### src/rtl/cmc_cfg.svh
// Offsets, field positions, reset values and timing for the mode/rx block
`ifndef CMC_CFG_SVH
`define CMC_CFG_SVH
// Register byte offsets
`define CMC_CTRL_OFS     8'h00
`define CMC_TIMING_OFS   8'h04
`define CMC_FLAGS_OFS    8'h08
`define CMC_IRQEN_OFS    8'h0c
`define CMC_TXCTL_OFS    8'h10
`define CMC_FILT0_OFS    8'h20
`define CMC_MASK0_OFS    8'h38
`define CMC_MASK1_OFS    8'h3c
`define CMC_RX_BUFFER_ZERO_OFS     8'h40
`define CMC_RX_BUFFER_ONE_OFS     8'h50
// Field positions
`define CMC_REQ_HI       10
`define CMC_REQ_LO       8
`define CMC_CUR_HI       7
`define CMC_CUR_LO       5
`define CMC_WAKE_LINE_FILTER_ENABLE_BIT   14
`define CMC_EXT_BIT      31
`define CMC_IDE_BIT      31
`define CMC_WAKE_BIT     2
// Mode codes
`define CMC_M_NORMAL     3'h0
`define CMC_M_DISABLE    3'h1
`define CMC_M_LOOP       3'h2
`define CMC_M_LISTEN     3'h3
`define CMC_M_INIT       3'h4
`define CMC_M_ALL        3'h7
// Reset values and timing
`define CMC_TIMING_RST   16'h0018
`define CMC_IDLE_BITS    4'hb
`define CMC_STD_ID_MASK  29'h000007ff
`define CMC_AXI_OKAY     2'h0
`define CMC_AXI_SLVERR   2'h2
`endif

### src/rtl/cmc_pkg.sv
// Types shared by the mode control and receive filter block
package cmc_pkg;
   typedef logic [2:0]  cmc_mode_t;   // Operating mode code
   typedef logic [28:0] cmc_id_t;     // Message identifier
endpackage

### src/rtl/cmc_top.sv
// CAN operating mode control, bus idle detect and receive filtering
//
// Function
// - Requested mode field at control bits 10:8
// - Current mode field at control bits 7:5
// - Mode changes wait for eleven recessive bits
// - Init mode: no traffic, clear counters, flags kept
// - Configuration registers writable only in init mode
// - No init entry while a frame transmits
// - Disable: no traffic, wake flag, counters kept
// - Code 001 enters disable after idle bus
// - Disable releases both pins to port control
// - Timing bit 14 enables receive line filter in disable mode only
// - Transmit waits for eleven recessive bits first
// - Disable during wait aborts pending transmit
// - Code 000 normal mode owns bus pins
// - Listen only: passive, no acks, counters frozen
// - Code 111 accepts everything, even errored frames
// - Loopback ties internal transmit to receive
// - Assembled messages stored only when filters pass, except in code 111
// - Receive flag set only on store
// - Store raises interrupt when enabled
// - Filters 0,1 to buffer 0; 2-5 to buffer 1
// - Completed message compared with filter values
// - Frame format must match filter extended select
// - Zero mask bits always match
`timescale 1ns/1ps
`default_nettype none
`include "cmc_cfg.svh"
module cmc_top (
   input  wire logic              aclk,
   input  wire logic              aresetn,
   input  wire logic [7:0]        s_axi_awaddr,
   input  wire logic              s_axi_awvalid,
   output logic                   s_axi_awready,
   input  wire logic [31:0]       s_axi_wdata,
   input  wire logic [3:0]        s_axi_wstrb,
   input  wire logic              s_axi_wvalid,
   output logic                   s_axi_wready,
   output logic [1:0]             s_axi_bresp,
   output logic                   s_axi_bvalid,
   input  wire logic              s_axi_bready,
   input  wire logic [7:0]        s_axi_araddr,
   input  wire logic              s_axi_arvalid,
   output logic                   s_axi_arready,
   output logic [31:0]            s_axi_rdata,
   output logic [1:0]             s_axi_rresp,
   output logic                   s_axi_rvalid,
   input  wire logic              s_axi_rready,
   input  wire logic              bus_receive_pin,
   output logic                   bus_transmit_pin,
   output logic                   bus_transmit_oe,
   output logic                   bus_receive_owned,
   input  wire logic              core_tx_bit,
   output logic                   bus_receive_line,
   output logic                   tx_start,
   input  wire logic              tx_busy,
   input  wire logic              tx_done,
   output logic                   ack_enable,
   output logic                   err_cnt_clear,
   output logic                   err_cnt_freeze,
   output logic                   accept_all,
   input  wire logic              rx_msg_valid,
   input  wire logic              rx_msg_error,
   input  wire logic              rx_msg_ide,
   input  wire cmc_pkg::cmc_id_t  rx_msg_id,
   input  wire logic [63:0]       rx_msg_data,
   output cmc_pkg::cmc_mode_t     current_op_mode,
   output logic                   rx_irq
);
   import cmc_pkg::*;

   // Register state
   cmc_mode_t   requested_op_mode;      // Software request
   cmc_mode_t   cur_r;                  // Mode in effect
   logic [15:0] bit_timing_config_two;  // Bit time and wake filter
   logic [1:0]  rx_irq_enable;          // Per-buffer irq enable
   logic [1:0]  rx_buffer_full_flag;    // Per-buffer full flag
   logic        wake_event_flag;        // Bus activity while disabled
   logic        tx_pending_request;     // Frame queued by software
   logic        tx_aborted_flag;        // Queued frame was aborted
   logic        tx_run_r;               // Frame handed to engine
   logic [29:0] filt_r [0:5];           // Bit 29 is extended select
   cmc_id_t     mask_r [0:1];           // Acceptance masks
   logic [29:0] rxb_id_r [0:1];         // Bit 29 is frame format
   logic [63:0] rxb_dat_r [0:1];        // Stored payload
   // Bus slave state
   logic        aw_rdy_r, w_rdy_r, bv_r, ar_rdy_r, rv_r;
   logic [7:0]  aw_addr_r;
   logic [31:0] w_data_r, rdata_r;
   logic [3:0]  w_strb_r;
   logic [1:0]  bresp_r, rresp_r;
   // Line and idle detection
   logic [7:0]  bit_cnt_r;              // Cycles within one bit
   logic [3:0]  idle_cnt_r;             // Consecutive recessive bits
   logic [1:0]  lp_r;                   // Last two raw samples
   logic        lp_line_r;              // Filtered line level
   logic        rx_line_r, tx_pin_r, tx_oe_r, rx_own_r;
   logic        tx_start_r, ack_r, clr_r, frz_r, all_r, irq_r;

   // Mode decode
   wire in_init   = (cur_r == `CMC_M_INIT);
   wire in_dis    = (cur_r == `CMC_M_DISABLE);
   wire in_norm   = (cur_r == `CMC_M_NORMAL);
   wire in_loop   = (cur_r == `CMC_M_LOOP);
   wire in_all    = (cur_r == `CMC_M_ALL);
   wire in_listen = (cur_r == `CMC_M_LISTEN);
   wire rx_on     = in_norm | in_loop | in_all | in_listen;
   wire tx_mode   = in_norm | in_loop;
   // Codes 101 and 110 name no mode and are never entered
   wire req_legal = (requested_op_mode != 3'h5) &&
                    (requested_op_mode != 3'h6);

   // Receive line: loopback source, then optional low-pass filter
   wire rx_src  = in_loop ? core_tx_bit : bus_receive_pin;
   wire lp_use  = in_dis & bit_timing_config_two[`CMC_WAKE_LINE_FILTER_ENABLE_BIT];
   wire line_w  = lp_use ? lp_line_r : rx_src;

   // Bit time divider and idle detection; a shortened bit time acts at once
   wire bit_tick = (bit_cnt_r >= bit_timing_config_two[7:0]);
   wire bus_idle = (idle_cnt_r == `CMC_IDLE_BITS);

   // Mode change is accepted only on an idle bus
   wire init_hold = (requested_op_mode == `CMC_M_INIT) &
                    (tx_busy | tx_run_r);
   wire mode_go   = (requested_op_mode != cur_r) & req_legal &
                    bus_idle & ~init_hold;

   // Transmit start and abort
   wire tx_go  = tx_pending_request & ~tx_run_r & tx_mode &
                 (requested_op_mode == cur_r) & bus_idle;
   wire tx_abt = tx_pending_request & ~tx_run_r &
                 (requested_op_mode == `CMC_M_DISABLE);

   // Acceptance filtering: one comparator per filter
   wire [5:0] match;
   genvar gi;
   generate
      for (gi = 0; gi < 6; gi++) begin : g_filt
         // Standard frames compare only the low eleven bits
         wire cmc_id_t span = rx_msg_ide ? '1 : `CMC_STD_ID_MASK;
         wire cmc_id_t msk  = mask_r[gi < 2 ? 0 : 1] & span;
         assign match[gi] = (filt_r[gi][29] == rx_msg_ide) &&
            (((rx_msg_id ^ filt_r[gi][28:0]) & msk) == '0);
      end
   endgenerate
   wire hit0  = |match[1:0];
   wire hit1  = |match[5:2];
   // Errored frames are kept only when every message is accepted
   wire rx_ev = rx_on & (rx_msg_valid | (in_all & rx_msg_error));
   wire dst0  = rx_ev & (in_all | hit0) & ~rx_buffer_full_flag[0];
   wire dst1  = rx_ev & ~in_all & ~hit0 & hit1 &
                ~rx_buffer_full_flag[1];

   // Register write decode
   wire wr_go    = ~aw_rdy_r & ~w_rdy_r & ~bv_r;
   wire [5:0] wi = aw_addr_r[7:2];
   wire wr_ctrl  = wr_go & (aw_addr_r == `CMC_CTRL_OFS);
   wire wr_tim   = wr_go & (aw_addr_r == `CMC_TIMING_OFS) & in_init;
   wire wr_flag  = wr_go & (aw_addr_r == `CMC_FLAGS_OFS);
   wire wr_ien   = wr_go & (aw_addr_r == `CMC_IRQEN_OFS) & in_init;
   wire wr_tx    = wr_go & (aw_addr_r == `CMC_TXCTL_OFS);
   wire wr_filt  = wr_go & in_init & (wi >= 6'h08) & (wi <= 6'h0d);
   wire wr_mask  = wr_go & in_init & (wi >= 6'h0e) & (wi <= 6'h0f);
   wire [31:0] wmask = {{8{w_strb_r[3]}}, {8{w_strb_r[2]}},
                        {8{w_strb_r[1]}}, {8{w_strb_r[0]}}};
   wire [31:0] wbits = w_data_r & wmask;
   // Flags clear by writing one; a store in the same cycle wins
   wire [1:0] flag_nxt = (rx_buffer_full_flag &
                          ~({2{wr_flag}} & wbits[1:0])) | {dst1, dst0};
   wire wr_map = (aw_addr_r <= `CMC_TXCTL_OFS) |
                 ((wi >= 6'h08) & (wi <= 6'h0f));

   // Read decode
   wire [5:0] ri = s_axi_araddr[7:2];
   wire [1:0] rb = ri[2] ? 2'h1 : 2'h0;
   wire       rs = (s_axi_araddr >= `CMC_RX_BUFFER_ONE_OFS);
   wire [31:0] rd_mux =
      (ri == 6'h00) ? {21'h0, requested_op_mode, cur_r, 5'h0} :
      (ri == 6'h01) ? {16'h0, bit_timing_config_two} :
      (ri == 6'h02) ? {29'h0, wake_event_flag, rx_buffer_full_flag} :
      (ri == 6'h03) ? {30'h0, rx_irq_enable} :
      (ri == 6'h04) ? {30'h0, tx_aborted_flag, tx_pending_request} :
      (ri >= 6'h08 && ri <= 6'h0d) ?
         {filt_r[3'(ri - 6'h08)][29], 2'h0, filt_r[3'(ri - 6'h08)][28:0]} :
      (ri == 6'h0e) ? {3'h0, mask_r[0]} :
      (ri == 6'h0f) ? {3'h0, mask_r[1]} :
      ((ri[5:3] == 3'h2) && (rb != 2'h3) && !(rs && ri[1:0] == 2'h3)) ?
         ((ri[1:0] == 2'h0) ? {rxb_id_r[rs][29], 2'h0, rxb_id_r[rs][28:0]} :
          (ri[1:0] == 2'h1) ? rxb_dat_r[rs][31:0] :
          (ri[1:0] == 2'h2) ? rxb_dat_r[rs][63:32] : 32'h0) : 32'h0;
   wire rd_map = (ri <= 6'h04) | ((ri >= 6'h08) & (ri <= 6'h0f)) |
                 (ri == 6'h10) | (ri == 6'h11) | (ri == 6'h12) |
                 (ri == 6'h14) | (ri == 6'h15) | (ri == 6'h16);

   // Write address and data channels, taken in either order
   always_ff @(posedge aclk) begin
      if (!aresetn) begin
         aw_rdy_r <= 1'b1;
         w_rdy_r  <= 1'b1;
         bv_r     <= 1'b0;
         bresp_r  <= `CMC_AXI_OKAY;
         aw_addr_r <= 8'h00;
         w_data_r <= 32'h0;
         w_strb_r <= 4'h0;
      end else begin
         if (s_axi_awvalid && aw_rdy_r) begin
            aw_addr_r <= s_axi_awaddr;
            aw_rdy_r  <= 1'b0;
         end
         if (s_axi_wvalid && w_rdy_r) begin
            w_data_r <= s_axi_wdata;
            w_strb_r <= s_axi_wstrb;
            w_rdy_r  <= 1'b0;
         end
         // Response follows once both halves are held
         if (wr_go) begin
            bv_r    <= 1'b1;
            bresp_r <= wr_map ? `CMC_AXI_OKAY : `CMC_AXI_SLVERR;
         end else if (bv_r && s_axi_bready) begin
            bv_r     <= 1'b0;
            aw_rdy_r <= 1'b1;
            w_rdy_r  <= 1'b1;
         end
      end
   end

   // Read channel: data one cycle after the address is taken
   always_ff @(posedge aclk) begin
      if (!aresetn) begin
         ar_rdy_r <= 1'b1;
         rv_r     <= 1'b0;
         rdata_r  <= 32'h0;
         rresp_r  <= `CMC_AXI_OKAY;
      end else if (s_axi_arvalid && ar_rdy_r) begin
         ar_rdy_r <= 1'b0;
         rv_r     <= 1'b1;
         rdata_r  <= rd_mux;
         rresp_r  <= rd_map ? `CMC_AXI_OKAY : `CMC_AXI_SLVERR;
      end else if (rv_r && s_axi_rready) begin
         rv_r     <= 1'b0;
         ar_rdy_r <= 1'b1;
      end
   end

   // Control and configuration registers; config locked when on-line
   always_ff @(posedge aclk) begin
      if (!aresetn) begin
         requested_op_mode     <= `CMC_M_INIT;
         cur_r                 <= `CMC_M_INIT;
         bit_timing_config_two <= `CMC_TIMING_RST;
         rx_irq_enable         <= 2'h0;
      end else begin
         if (wr_ctrl && w_strb_r[1])
            requested_op_mode <= w_data_r[`CMC_REQ_HI:`CMC_REQ_LO];
         if (mode_go)
            cur_r <= requested_op_mode;
         if (wr_tim)
            bit_timing_config_two <= (bit_timing_config_two &
               ~wmask[15:0]) | wbits[15:0];
         if (wr_ien && w_strb_r[0])
            rx_irq_enable <= w_data_r[1:0];
      end
   end

   // Acceptance filters and masks, writable in init mode only
   always_ff @(posedge aclk) begin
      if (!aresetn) begin
         for (int i = 0; i < 6; i++)
            filt_r[i] <= 30'h0;
         mask_r[0] <= '0;
         mask_r[1] <= '0;
      end else if (wr_filt) begin
         filt_r[3'(wi - 6'h08)] <= {wbits[`CMC_EXT_BIT], wbits[28:0]};
      end else if (wr_mask) begin
         mask_r[wi[0]] <= wbits[28:0];
      end
   end

   // Receive buffers and flags; nothing is stored in init or disable
   always_ff @(posedge aclk) begin
      if (!aresetn) begin
         rx_buffer_full_flag <= 2'h0;
         wake_event_flag     <= 1'b0;
         irq_r               <= 1'b0;
         rxb_id_r[0]  <= 30'h0;
         rxb_id_r[1]  <= 30'h0;
         rxb_dat_r[0] <= 64'h0;
         rxb_dat_r[1] <= 64'h0;
      end else begin
         rx_buffer_full_flag <= flag_nxt;
         irq_r <= |(flag_nxt & rx_irq_enable);
         // Activity wakes software even though nothing is received
         if (in_dis && !line_w)
            wake_event_flag <= 1'b1;
         else if (wr_flag && wbits[`CMC_WAKE_BIT])
            wake_event_flag <= 1'b0;
         if (dst0 || dst1) begin
            rxb_id_r[dst1]  <= {rx_msg_ide, rx_msg_id};
            rxb_dat_r[dst1] <= rx_msg_data;
         end
      end
   end

   // Transmit request, start and abort
   always_ff @(posedge aclk) begin
      if (!aresetn) begin
         tx_pending_request <= 1'b0;
         tx_aborted_flag    <= 1'b0;
         tx_run_r           <= 1'b0;
         tx_start_r         <= 1'b0;
      end else begin
         tx_start_r <= tx_go;
         if (tx_go)
            tx_run_r <= 1'b1;
         else if (tx_done)
            tx_run_r <= 1'b0;
         if (tx_abt) begin
            tx_pending_request <= 1'b0;
            tx_aborted_flag    <= 1'b1;
         end else if (tx_run_r && tx_done) begin
            tx_pending_request <= 1'b0;
         end else if (wr_tx && wbits[0]) begin
            // A new request clears any old abort indication
            tx_pending_request <= 1'b1;
            tx_aborted_flag    <= 1'b0;
         end else if (wr_tx && wbits[1]) begin
            tx_aborted_flag <= 1'b0;
         end
      end
   end

   // Bit time divider and consecutive recessive bit counter
   always_ff @(posedge aclk) begin
      if (!aresetn) begin
         bit_cnt_r  <= 8'h00;
         idle_cnt_r <= 4'h0;
      end else begin
         bit_cnt_r <= bit_tick ? 8'h00 : bit_cnt_r + 8'h01;
         if (bit_tick && !line_w)
            idle_cnt_r <= 4'h0;
         else if (bit_tick && !bus_idle)
            idle_cnt_r <= idle_cnt_r + 4'h1;
      end
   end

   // Low-pass filter: the line follows only three equal samples
   always_ff @(posedge aclk) begin
      if (!aresetn) begin
         lp_r      <= 2'h3;
         lp_line_r <= 1'b1;
      end else begin
         lp_r <= {lp_r[0], rx_src};
         if (lp_r == {2{rx_src}})
            lp_line_r <= rx_src;
      end
   end

   // Pin ownership and engine controls, all from flip-flops
   always_ff @(posedge aclk) begin
      if (!aresetn) begin
         tx_oe_r   <= 1'b0;
         tx_pin_r  <= 1'b1;
         rx_own_r  <= 1'b0;
         rx_line_r <= 1'b1;
         ack_r     <= 1'b0;
         clr_r     <= 1'b0;
         frz_r     <= 1'b0;
         all_r     <= 1'b0;
      end else begin
         tx_oe_r   <= in_norm;
         tx_pin_r  <= in_norm ? core_tx_bit : 1'b1;
         rx_own_r  <= in_norm | in_listen | in_all;
         // Idle modes present a recessive line to the engine
         rx_line_r <= rx_on ? line_w : 1'b1;
         ack_r     <= in_norm | in_loop;
         clr_r     <= in_init;
         frz_r     <= in_dis | in_listen | in_all;
         all_r     <= in_all;
      end
   end

   assign s_axi_awready     = aw_rdy_r;
   assign s_axi_wready      = w_rdy_r;
   assign s_axi_bvalid      = bv_r;
   assign s_axi_bresp       = bresp_r;
   assign s_axi_arready     = ar_rdy_r;
   assign s_axi_rvalid      = rv_r;
   assign s_axi_rdata       = rdata_r;
   assign s_axi_rresp       = rresp_r;
   assign bus_transmit_pin  = tx_pin_r;
   assign bus_transmit_oe   = tx_oe_r;
   assign bus_receive_owned = rx_own_r;
   assign bus_receive_line  = rx_line_r;
   assign tx_start          = tx_start_r;
   assign ack_enable        = ack_r;
   assign err_cnt_clear     = clr_r;
   assign err_cnt_freeze    = frz_r;
   assign accept_all        = all_r;
   assign current_op_mode   = cur_r;
   assign rx_irq            = irq_r;
endmodule
`default_nettype wire

### config.mk
export PLATFORM = sky130hd
export DESIGN_NAME = cmc_top
export DESIGN_NICKNAME = d
export VERILOG_FILES = /design/src/rtl/cmc_pkg.sv /design/src/rtl/cmc_top.sv
export VERILOG_INCLUDE_DIRS = /design/src /design/src/rtl
export SDC_FILE = /design/constraint.sdc
export NUM_CORES = 1
export LEC_CHECK = 0
export BUFFER_PORTS_ARGS = -buffer_cell sky130_fd_sc_hd__buf_2
export CAP_MARGIN = 10
export CORE_MARGIN = 2
export CORE_UTILIZATION = 54
export DETAILED_ROUTE_END_ITERATION = 7
export PLACE_DENSITY = 0.84
export REMOVE_ABC_BUFFERS = 1
export SLEW_MARGIN = 15
export SYNTH_ARGS = -nofsm -noshare
export SYNTH_HDL_FRONTEND = slang
export SYNTH_SLANG_ARGS = --single-unit
### constraint.sdc
create_clock -name aclk -period 9.1 [get_ports aclk]
set_input_delay 0 -clock aclk [delete_from_list [all_inputs] [get_ports aclk]]
set_output_delay 0 -clock aclk [all_outputs]
set_load 0.02 [all_outputs]
# Word-level counts from Yosys, hierarchy flattened
# Memories as Yosys holds them, arrays and structs flattened.
# Index checks and enable logic that the tools add are counted.
classes:
  add_sub_neg: 4
  order_cmp: 11
  eq_ne: 41
  n_mux: 61
  bitwise: 85
  n_reduce_logical: 57
op_table:
  columns: ["op", "count"]
  rows:
  - ["32-bit two-way mux", 12]
  - ["29-bit bitwise AND", 8]
  - ["29-bit logical NOT", 6]
  - ["29-bit XOR", 6]
  - ["64-bit two-way mux", 1]
  - ["64-bit OR reduction", 1]
  - ["30-bit two-way mux", 2]
  - ["30-bit OR reduction", 2]
  - ["29-bit two-way mux", 2]
  - ["1-bit two-way mux", 41]
  - ["6-bit by 5-bit == test with 1-bit output, second input constant", 6]
  - ["1-bit bitwise AND", 34]
  - ["32-bit bitwise AND", 1]
  - ["29-bit OR reduction", 1]
  - ["1-bit logical AND", 25]
  - ["6-bit by 4-bit less-or-equal comparator with 1-bit output, second input constant", 4]
  - ["6-bit by 4-bit greater-or-equal comparator with 1-bit output, second input constant", 3]
  - ["1-bit bitwise OR", 18]
  - ["16-bit bitwise AND", 1]
  - ["8-bit by 4-bit == test with 1-bit output, second input constant", 2]
  - ["16-bit NOT", 1]
  - ["16-bit bitwise OR", 1]
  - ["6-bit by 2-bit == test with 1-bit output, second input constant", 2]
  - ["6-bit by 4-bit == test with 1-bit output, second input constant", 2]
  - ["other kinds (42)", 77]
word_totals:
  regBits: 140
  ram_bits: 426
  output_inout_bits: 54
  wordCells: 297
  memories: 4
memory_table:
  columns: ["name", "depth", "width", "rd", "rd_ports_with_merged_regs", "wr", "line_no", "text"]
  rows:
  - ["filt_r", 6, 30, 7, 0, 6, "cmc_top.sv:83", "logic [29:0] filt_r [0:5];"]
  - ["rxb_dat_r", 2, 64, 1, 0, 2, "cmc_top.sv:86", "logic [63:0] rxb_dat_r [0:1];"]
  - ["rxb_id_r", 2, 30, 1, 0, 2, "cmc_top.sv:85", "logic [29:0] rxb_id_r [0:1];"]
  - ["mask_r", 2, 29, 2, 0, 2, "cmc_top.sv:84", "cmc_id_t mask_r [0:1];"]

# Logic depth before layout (Yosys ltp)
# Gate-level depths: netlist (run 1).
depth:
  word_depth: 16
  mapped_depth: 11
  mapped_depth_nobuf: 9

# Least setup slack after synthesis (run 1)
# Ideal clock, no wire load.
synth_path:
  path_type: "register to register"
  start: "memory filt_r[2][25]"
  end: "memory rxb_dat_r[1][0], enable pin"
  t_arrival_ps: 8771
  required_time_ps: 8424
  path_slack_ps: -347
  path_stages_with_launch: 9
  n_path_buf: 1
  synth_period_minus_slack_ps: 9447
  cell_sequence: "edfxtp_1 > xor2_1 > a32o_1 > or4_1 > or4_1 > o22ai_1 > o211ai_2 > buf_6 > o21ai_0"
synth_rtl:
  columns: ["item", "line_no"]
  rows:
  - ["start: declaration", "cmc_top.sv:83"]
  - ["end: declaration", "cmc_top.sv:86"]

==> out/metrics.cfg, run 1 <==
[run_status]
status = completed

[timing]
relSlewSlack_pct = 17.16
slew_viol_final = 0
fin_hold_ws_ns = 0.1306
hold_violations = 0
finalWorstSetupSlack_ns = 3.805
period_share_pct = 58.18
period_needed_ns = 5.295
worstMarginPinSlew_ns = 1.234
clock-skew-final_ns = 0.02014
fmax_ghz = 0.1889
setup_viol = 0
rsz0062_at_grt = false

[synth]
ys_warn_count = 0
yosys.cell_count.top_type = edfxtp_1
ys_ff_latch = 562
synthTopCellsByArea = edfxtp_1, dfxtp_1, xor2_1
synthCells = 2617
ys_seq_area_share_pct = 56.50
yosys.area.top_type = edfxtp_1
ys_top_cells_by_count = edfxtp_1, nor2_1, nand2_1
avgSynthCellArea_um2 = 10.49
syn_area_um2 = 27460
synth-edff-count = 426
synthArstFlopShare_pct = 0
synth.distinct_cells = 69
yosys_most_used_dff = edfxtp_1
synth.top_cell.area_share_pct = 46.58

[routing]
vias = 23490
viasPerCell = 6.521
drt_iter0_markers = 3885
dr.pass1.iters = 8
wl_um = 96400
route.detailed.drc = 0
ant_nets = 0
wire_per_inst_um = 26.76

[die]
die_y_um = 229.5
dieWidth_um = 229.5
core_area_um2 = 50170
num_io_pins = 213
rows = 82
start_util_pct = 54.73
die-area_um2 = 52670

[grt]
globalRouteOverflowTotal = 0
grt_pass1_vias = 22380
grt_max_degree = 94
antenna_found_initial = 8
grtUsageTotal_pct = 35.69
grt_first_pass_wirelength_um = 140900

[worst_hold_path]
hp-class = in -> reg

[cells_and_area]
drive_gt1_share_pct = 15.11
multi_input_area_um2 = 10770
fin_cells = 3602
fin_util_pct = 64.57
layout.nets = 3045
design_area_um2 = 32400
syn2layout_area_growth_pct = 17.98
fill_cells = 3717
regArea_um2 = 15510

[power]
pwr_density_cell_nw_per_um2 = 181.8
power_switching_uw = 1477
swShare_pct = 25.08
clkPwrFrac_pct = 40.2
power_frac_comb_pct = 10.4
p_int_uw = 4412
power_frac_seq_pct = 49.4
ir_drop_mv = 0.1286
p_leak_uw = 0.01217

[setup_path]
arrival_ns = 5.54
start_kind = flop
cp_slowest_cell = nand2_2
required_ns = 9.34
cpPeakStageDelay_ns = 1.03
cp_max_fo = 31
crit_chain = or3_1 -> nor3_1 -> and3_1 -> nand3_2 -> nor2_1 -> nand3_2 -> nand2_2
path_common_cell = nand3_2
path_class = reg -> reg
worst_setup_path_end_kind = flop

[job]
max-cap-violations = 0

[placed_design]
preCtsSetupSlack_ns = 4.131
dp_cells = 3323
place_congestion = 0.9514
port_buffers = 206
postPlaceCellArea_um2 = 28840
hpwl_um = 62020

[clocking]
clock_latency_ns = 0.63
cts_buffer_depth = 3
clock_sinks = 562
numCtsBuffers = 57
cts_resized = 0
clk_pin_slew_ns = 0.06
cts_root_buffer = clkbuf_16
cts_htree_levels = 2
cts_tree = built

## placed cells by master (no fill, tap or decap), drive strengths merged, types with 31 or more instances in the layout
cell type / netlist / routed
nor3: 200 / 200
nand2: 290 / 290
xor2: 156 / 156
a221oi: 31 / 31
edfxtp: 426 / 426
a21oi: 121 / 121
a22oi: 40 / 40
clkbuf: 167 / 90
o22ai: 46 / 46
mux2i: 60 / 60
inv: 118 / 119
nand3: 92 / 92
buf: 37 / 237
dfxtp: 136 / 136
nor2: 319 / 319
dlygate4sd3: 0 / 166
o21ai: 65 / 65
## final timing paths
kind / startpoint / to / slack, ns / cells after the start
worst max-delay path: s_axi_awready / filt_r[3][19] / 3.81 / 7
worst min-delay path: rx_msg_valid / rx_buffer_full_flag[1] / 0.13 / 5
worst max register to register: s_axi_awready / filt_r[3][19] / 3.81 / 7
worst min register to register: w_data_r[18] / w_data_r[18] / 0.45 / 2
## per-layer routing
| metal | up-vias | global-route usage [%] | routed length [µm] |
|---|---|---|---|
| met4 | 6 | 15.36 | 4365 |
| met2 | 1880 | 54.87 | 43380 |
| met5 | - | 0 | 41 |
| li1 | 9912 | - | - |
| met3 | 310 | 8.840 | 13190 |
| met1 | 11380 | 48.27 | 35410 |
## sequential cells by signal, indices dropped and copies added (netlist names), 2 cells and up, named ones only
| register | flops |
|---|---|
| rx_irq_enable | 2 |
| w_strb_r | 4 |
| lp_r | 2 |
| w_data_r | 30 |
| current_op_mode | 3 |
| rxb_id_r | 60 |
| aw_addr_r | 8 |
| rxb_dat_r | 128 |
| filt_r | 180 |
| idle_cnt_r | 4 |
| mask_r | 58 |
| bit_cnt_r | 8 |
| requested_op_mode | 3 |
| rx_buffer_full_flag | 2 |
| s_axi_rdata | 32 |
## final cells by class
| cell class | instances | share of cell area [%] |
|---|---|---|
| well taps | 672 | 2.595 |
| multi-input cells | 1734 | 33.26 |
| clock buffers | 90 | 5.330 |
| inverters | 118 | 1.383 |
| diodes | 5 | 0.03862 |
| flip-flops and latches | 562 | 47.89 |
| repair buffers | 403 | 9.038 |
| clock inverters | 18 | 0.4673 |
## what timing repair did
item,4_1_cts,5_1_grt
hold endpoints to repair,250,0
hold buffers,166,0
setup buffers,0,0
## logic make-up after synthesis
family	after synthesis	synth area share, %
AO/OA/AOI/OAI	438	10.54
XOR/XNOR	182	5.805
adder cells (fa/ha/maj)	10	0.4556
buffers and inverters	322	4.634
flip-flops	562	56.50
multiplexers	120	5.878
other	1	0.01366
AND/OR/NAND/NOR	982	16.18
## power groups by stage
stage,registers [µW],clock network (µW),logic [µW]
5_1_grt,2910,2470,642
6_report,2910,2370,615
4_1_cts,2900,2360,590
3_5_place_dp,2960,0,530
2_1_floorplan,2940,0,282
3_3_place_gp,2950,0,525
## worst max-delay path, delay by kind of cell (launching register included)
family	cells	cell delay (ns)
DFF	1	0.43
and+or+nand+nor	7	4.45
## metrics by stage
step,total power (µW),setup TNS (ns)
5_1_grt,6018,0
6_report,5889,0
4_1_cts,5854,0
2_1_floorplan,3225,-167.29
3_3_place_gp,3475,0
3_5_place_dp,3485,0
Note: power is estimated with default switching activity, not from simulation.
==> run 2, diff against run 1 <==
==> constraint.sdc (replaced) <==
create_clock -name aclk -period 4.67 [get_ports aclk]
set_input_delay 0 -clock aclk [delete_from_list [all_inputs] [get_ports aclk]]
set_output_delay 0 -clock aclk [all_outputs]
set_load 0.02 [all_outputs]
==> out/metrics.cfg, run 2 (synthesis gave the netlist of run 1 again) <==
[run_status]
status = completed  ; unchanged

[power]
clkPwrFrac_pct = 40.1  ; was 40.2%
p_int_uw = 8569  ; was 4412 µW
ir_drop_mv = 0.2612  ; was 0.1286 mV
power_frac_comb_pct = 10.7  ; was 10.4%
p_leak_uw = 0.01227  ; was 0.01217 µW
power_switching_uw = 2918  ; was 1477 µW
pwr_density_cell_nw_per_um2 = 352.9  ; was 181.8 nW/µm²
swShare_pct = 25.40  ; was 25.08%
power_frac_seq_pct = 49.3  ; was 49.4%

[worst_hold_path]
whs_endpoint = w_data_r[19]  ; was rx_buffer_full_flag[1]
hold_start = s_axi_wdata[19]  ; was rx_msg_valid
whs_path_depth = 4  ; was 5
hp-class = in -> reg  ; unchanged

[timing]
hold_violations = 0  ; unchanged
clock-skew-final_ns = 0.02195  ; was 0.02014 ns
period_share_pct = 73.20  ; was 58.18%
finalWorstSetupSlack_ns = 1.252  ; was 3.805 ns
rsz0062_at_grt = false  ; unchanged
setup_viol = 0  ; unchanged
fin_setup_tns_ns = 0  ; unchanged
period_needed_ns = 3.418  ; was 5.295 ns
worstMarginPinSlew_ns = 1.201  ; was 1.234 ns
fmax_ghz = 0.2925  ; was 0.1889 GHz
slew_viol_final = 0  ; unchanged
relSlewSlack_pct = 19.94  ; was 17.16%

[setup_path]
reg2reg_from = s_axi_awready  ; unchanged
r2r-end = mask_r[0][22]  ; was filt_r[3][19]
rrSetupSlack_ns = 1.25  ; was 3.81 ns
arrival_ns = 3.68  ; was 5.54 ns
crit_chain = or3_1 -> nor3_1 -> and3_1 -> and3_1 -> nand2_2 -> nand2_1 -> buf_4  ; was or3_1 -> nor3_1 -> and3_1 -> nand3_2 -> nor2_1 -> nand3_2 -> nand2_2
worst-path-buf-inv = 1  ; was 0
cp_slowest_cell = nand2_2  ; unchanged
cpPeakStageDelay_ns = 0.54  ; was 1.03 ns
start_kind = flop  ; unchanged
cp_max_fo = 30  ; was 31
reg2reg_depth = 7  ; unchanged
worst_setup_path_end_kind = flop  ; unchanged
path_common_cell = and3_1  ; was nand3_2
path_class = reg -> reg  ; unchanged
required_ns = 4.94  ; was 9.34 ns
path_delay_family = simple AND/OR/NAND/NOR gates  ; unchanged

[job]
max-cap-violations = 0  ; unchanged

[routing]
vias = 23740  ; was 23490
ant_nets = 0  ; unchanged
wl_um = 99080  ; was 96400 µm
viasPerCell = 6.558  ; was 6.521
wire_per_inst_um = 27.37  ; was 26.76 µm
drt_iter0_markers = 4249  ; was 3885
dr.pass1.iters = 8  ; unchanged
route.detailed.drc = 0  ; unchanged

[placed_design]
hpwl_um = 63890  ; was 62020 µm
place_congestion = 1.035  ; was 0.9514
preCtsSetupSlack_ns = 1.287  ; was 4.131 ns
port_buffers = 206  ; unchanged
dp_cells = 3344  ; was 3323

[grt]
grt_pass1_vias = 22710  ; was 22380
grt_max_degree = 103  ; was 94
globalRouteOverflowTotal = 0  ; unchanged
grtUsageTotal_pct = 37.08  ; was 35.69%
antenna_found_initial = 3  ; was 8
grt_first_pass_wirelength_um = 145300  ; was 140900 µm

[clocking]
cts_tree = built  ; unchanged
clock_latency_ns = 0.63  ; about the same
clock_sinks = 562  ; unchanged
cts_root_buffer = clkbuf_16  ; unchanged
numCtsBuffers = 56  ; was 57
cts_htree_levels = 2  ; unchanged
clk_pin_slew_ns = 0.06  ; about the same
cts_buffer_depth = 3  ; unchanged

[cells_and_area]
fin_util_pct = 64.87  ; was 64.57%
mostFrequentLayoutCell = edfxtp_1  ; unchanged
largest_reg_flops = 180  ; unchanged
drive_gt1_share_pct = 15.25  ; was 15.11%
max_flop_register = filt_r  ; unchanged
syn2layout_area_growth_pct = 18.53  ; was 17.98%
final_cell_mix = edfxtp_1, nor2_1, nand2_1, buf_2, nor3_1  ; unchanged
fin_cells = 3620  ; was 3602
reg_top3 = filt_r (180), rxb_dat_r (128), rxb_id_r (60)  ; unchanged
layout.nets = 3066  ; was 3045

[die]
die_y_um = 229.5  ; unchanged
rows = 82  ; unchanged
die-area_um2 = 52670  ; unchanged
dieWidth_um = 229.5  ; unchanged
start_util_pct = 54.73  ; unchanged
core_area_um2 = 50170  ; unchanged
num_io_pins = 213  ; unchanged

## run 2: changes by cell type in the layout (fill, tap and decap cells not counted), moves of 3 or more
| cell | delta |
|---|---|
| buf_12 | +5 |
| buf_4 | +16 |
| clkbuf_1 | -4 |
| clkbuf_16 | -3 |
| clkinv_1 | +6 |
| nand2_1 | +6 |
| nand2_2 | -6 |
| nand3_1 | +4 |
| nand3_2 | -4 |
## run 2: power groups by stage
stage | Clock, µW | Sequential [µW] | Combinational [µW]
after CTS | 4570 | 5650 | 1180
after global routing | 4770 | 5670 | 1280
after floorplan | 0 | 5730 | 550
after global placement | 0 | 5740 | 1050
after detailed placement | 0 | 5750 | 1060
final | 4600 | 5660 | 1220
## run 2: final cells by class
cell class | instances | area (µm²)
fillers | 3719 | 17620
flip-flops and latches | 562 | 15510
multi-input cells | 1734 | 10740
repair buffers | 425 | 3158
clock buffers | 80 | 1604
well taps | 672 | 840.8
inverters | 118 | 447.9
clock inverters | 26 | 235.2
diodes | 3 | 7.507
## run 2: worst max-delay path by stage
stage | start | endpoint | slack, ns | cells after the start
final | s_axi_awready | mask_r[0][22] | 1.25 | 7
after global routing | s_axi_awready | mask_r[0][22] | 1.18 | 7
after CTS | mask_r[1][27] | rxb_dat_r[1][20] | 1.30 | 8
after detailed placement | mask_r[1][27] | rxb_dat_r[1][56] | 1.29 | 8
after global placement | mask_r[1][27] | rxb_dat_r[1][52] | 1.28 | 8
after floorplan | filt_r[2][25] | rxb_dat_r[1][0] | -6.21 | 7
## run 2: timing repair
action	4_1_cts	5_1_grt
setup buffers	0	0
gates resized for setup	0	0
hold buffers	167	0
endpoints found under the hold margin	255	0
## run 2: layer usage
| layer | GRT usage (%) | wire [µm] |
|---|---|---|
| met5 | 0 | 0 |
| met4 | 15.63 | 4969 |
| met3 | 9.612 | 13870 |
| met2 | 57.51 | 44990 |
| met1 | 49.58 | 35250 |
## run 2: through the flow
| stage | total power, µW | cell area [µm²] | hold WS [ns] |
|---|---|---|---|
| final | 11490 | 32550 | 0.1702 |
| after CTS | 11400 | 32540 | 0.1339 |
| after floorplan | 6284 | 26630 | 0.06194 |
| after global routing | 11710 | 32550 | 0.1768 |
| after detailed placement | 6816 | 29030 | 0.2336 |
| after global placement | 6792 | 29030 | 0.2168 |
## run 2: worst min-delay path: stages
cell           delay (ns)
dlygate4sd3_1        0.53
buf_2                0.12
nand2_1              0.05
a21oi_1              0.05
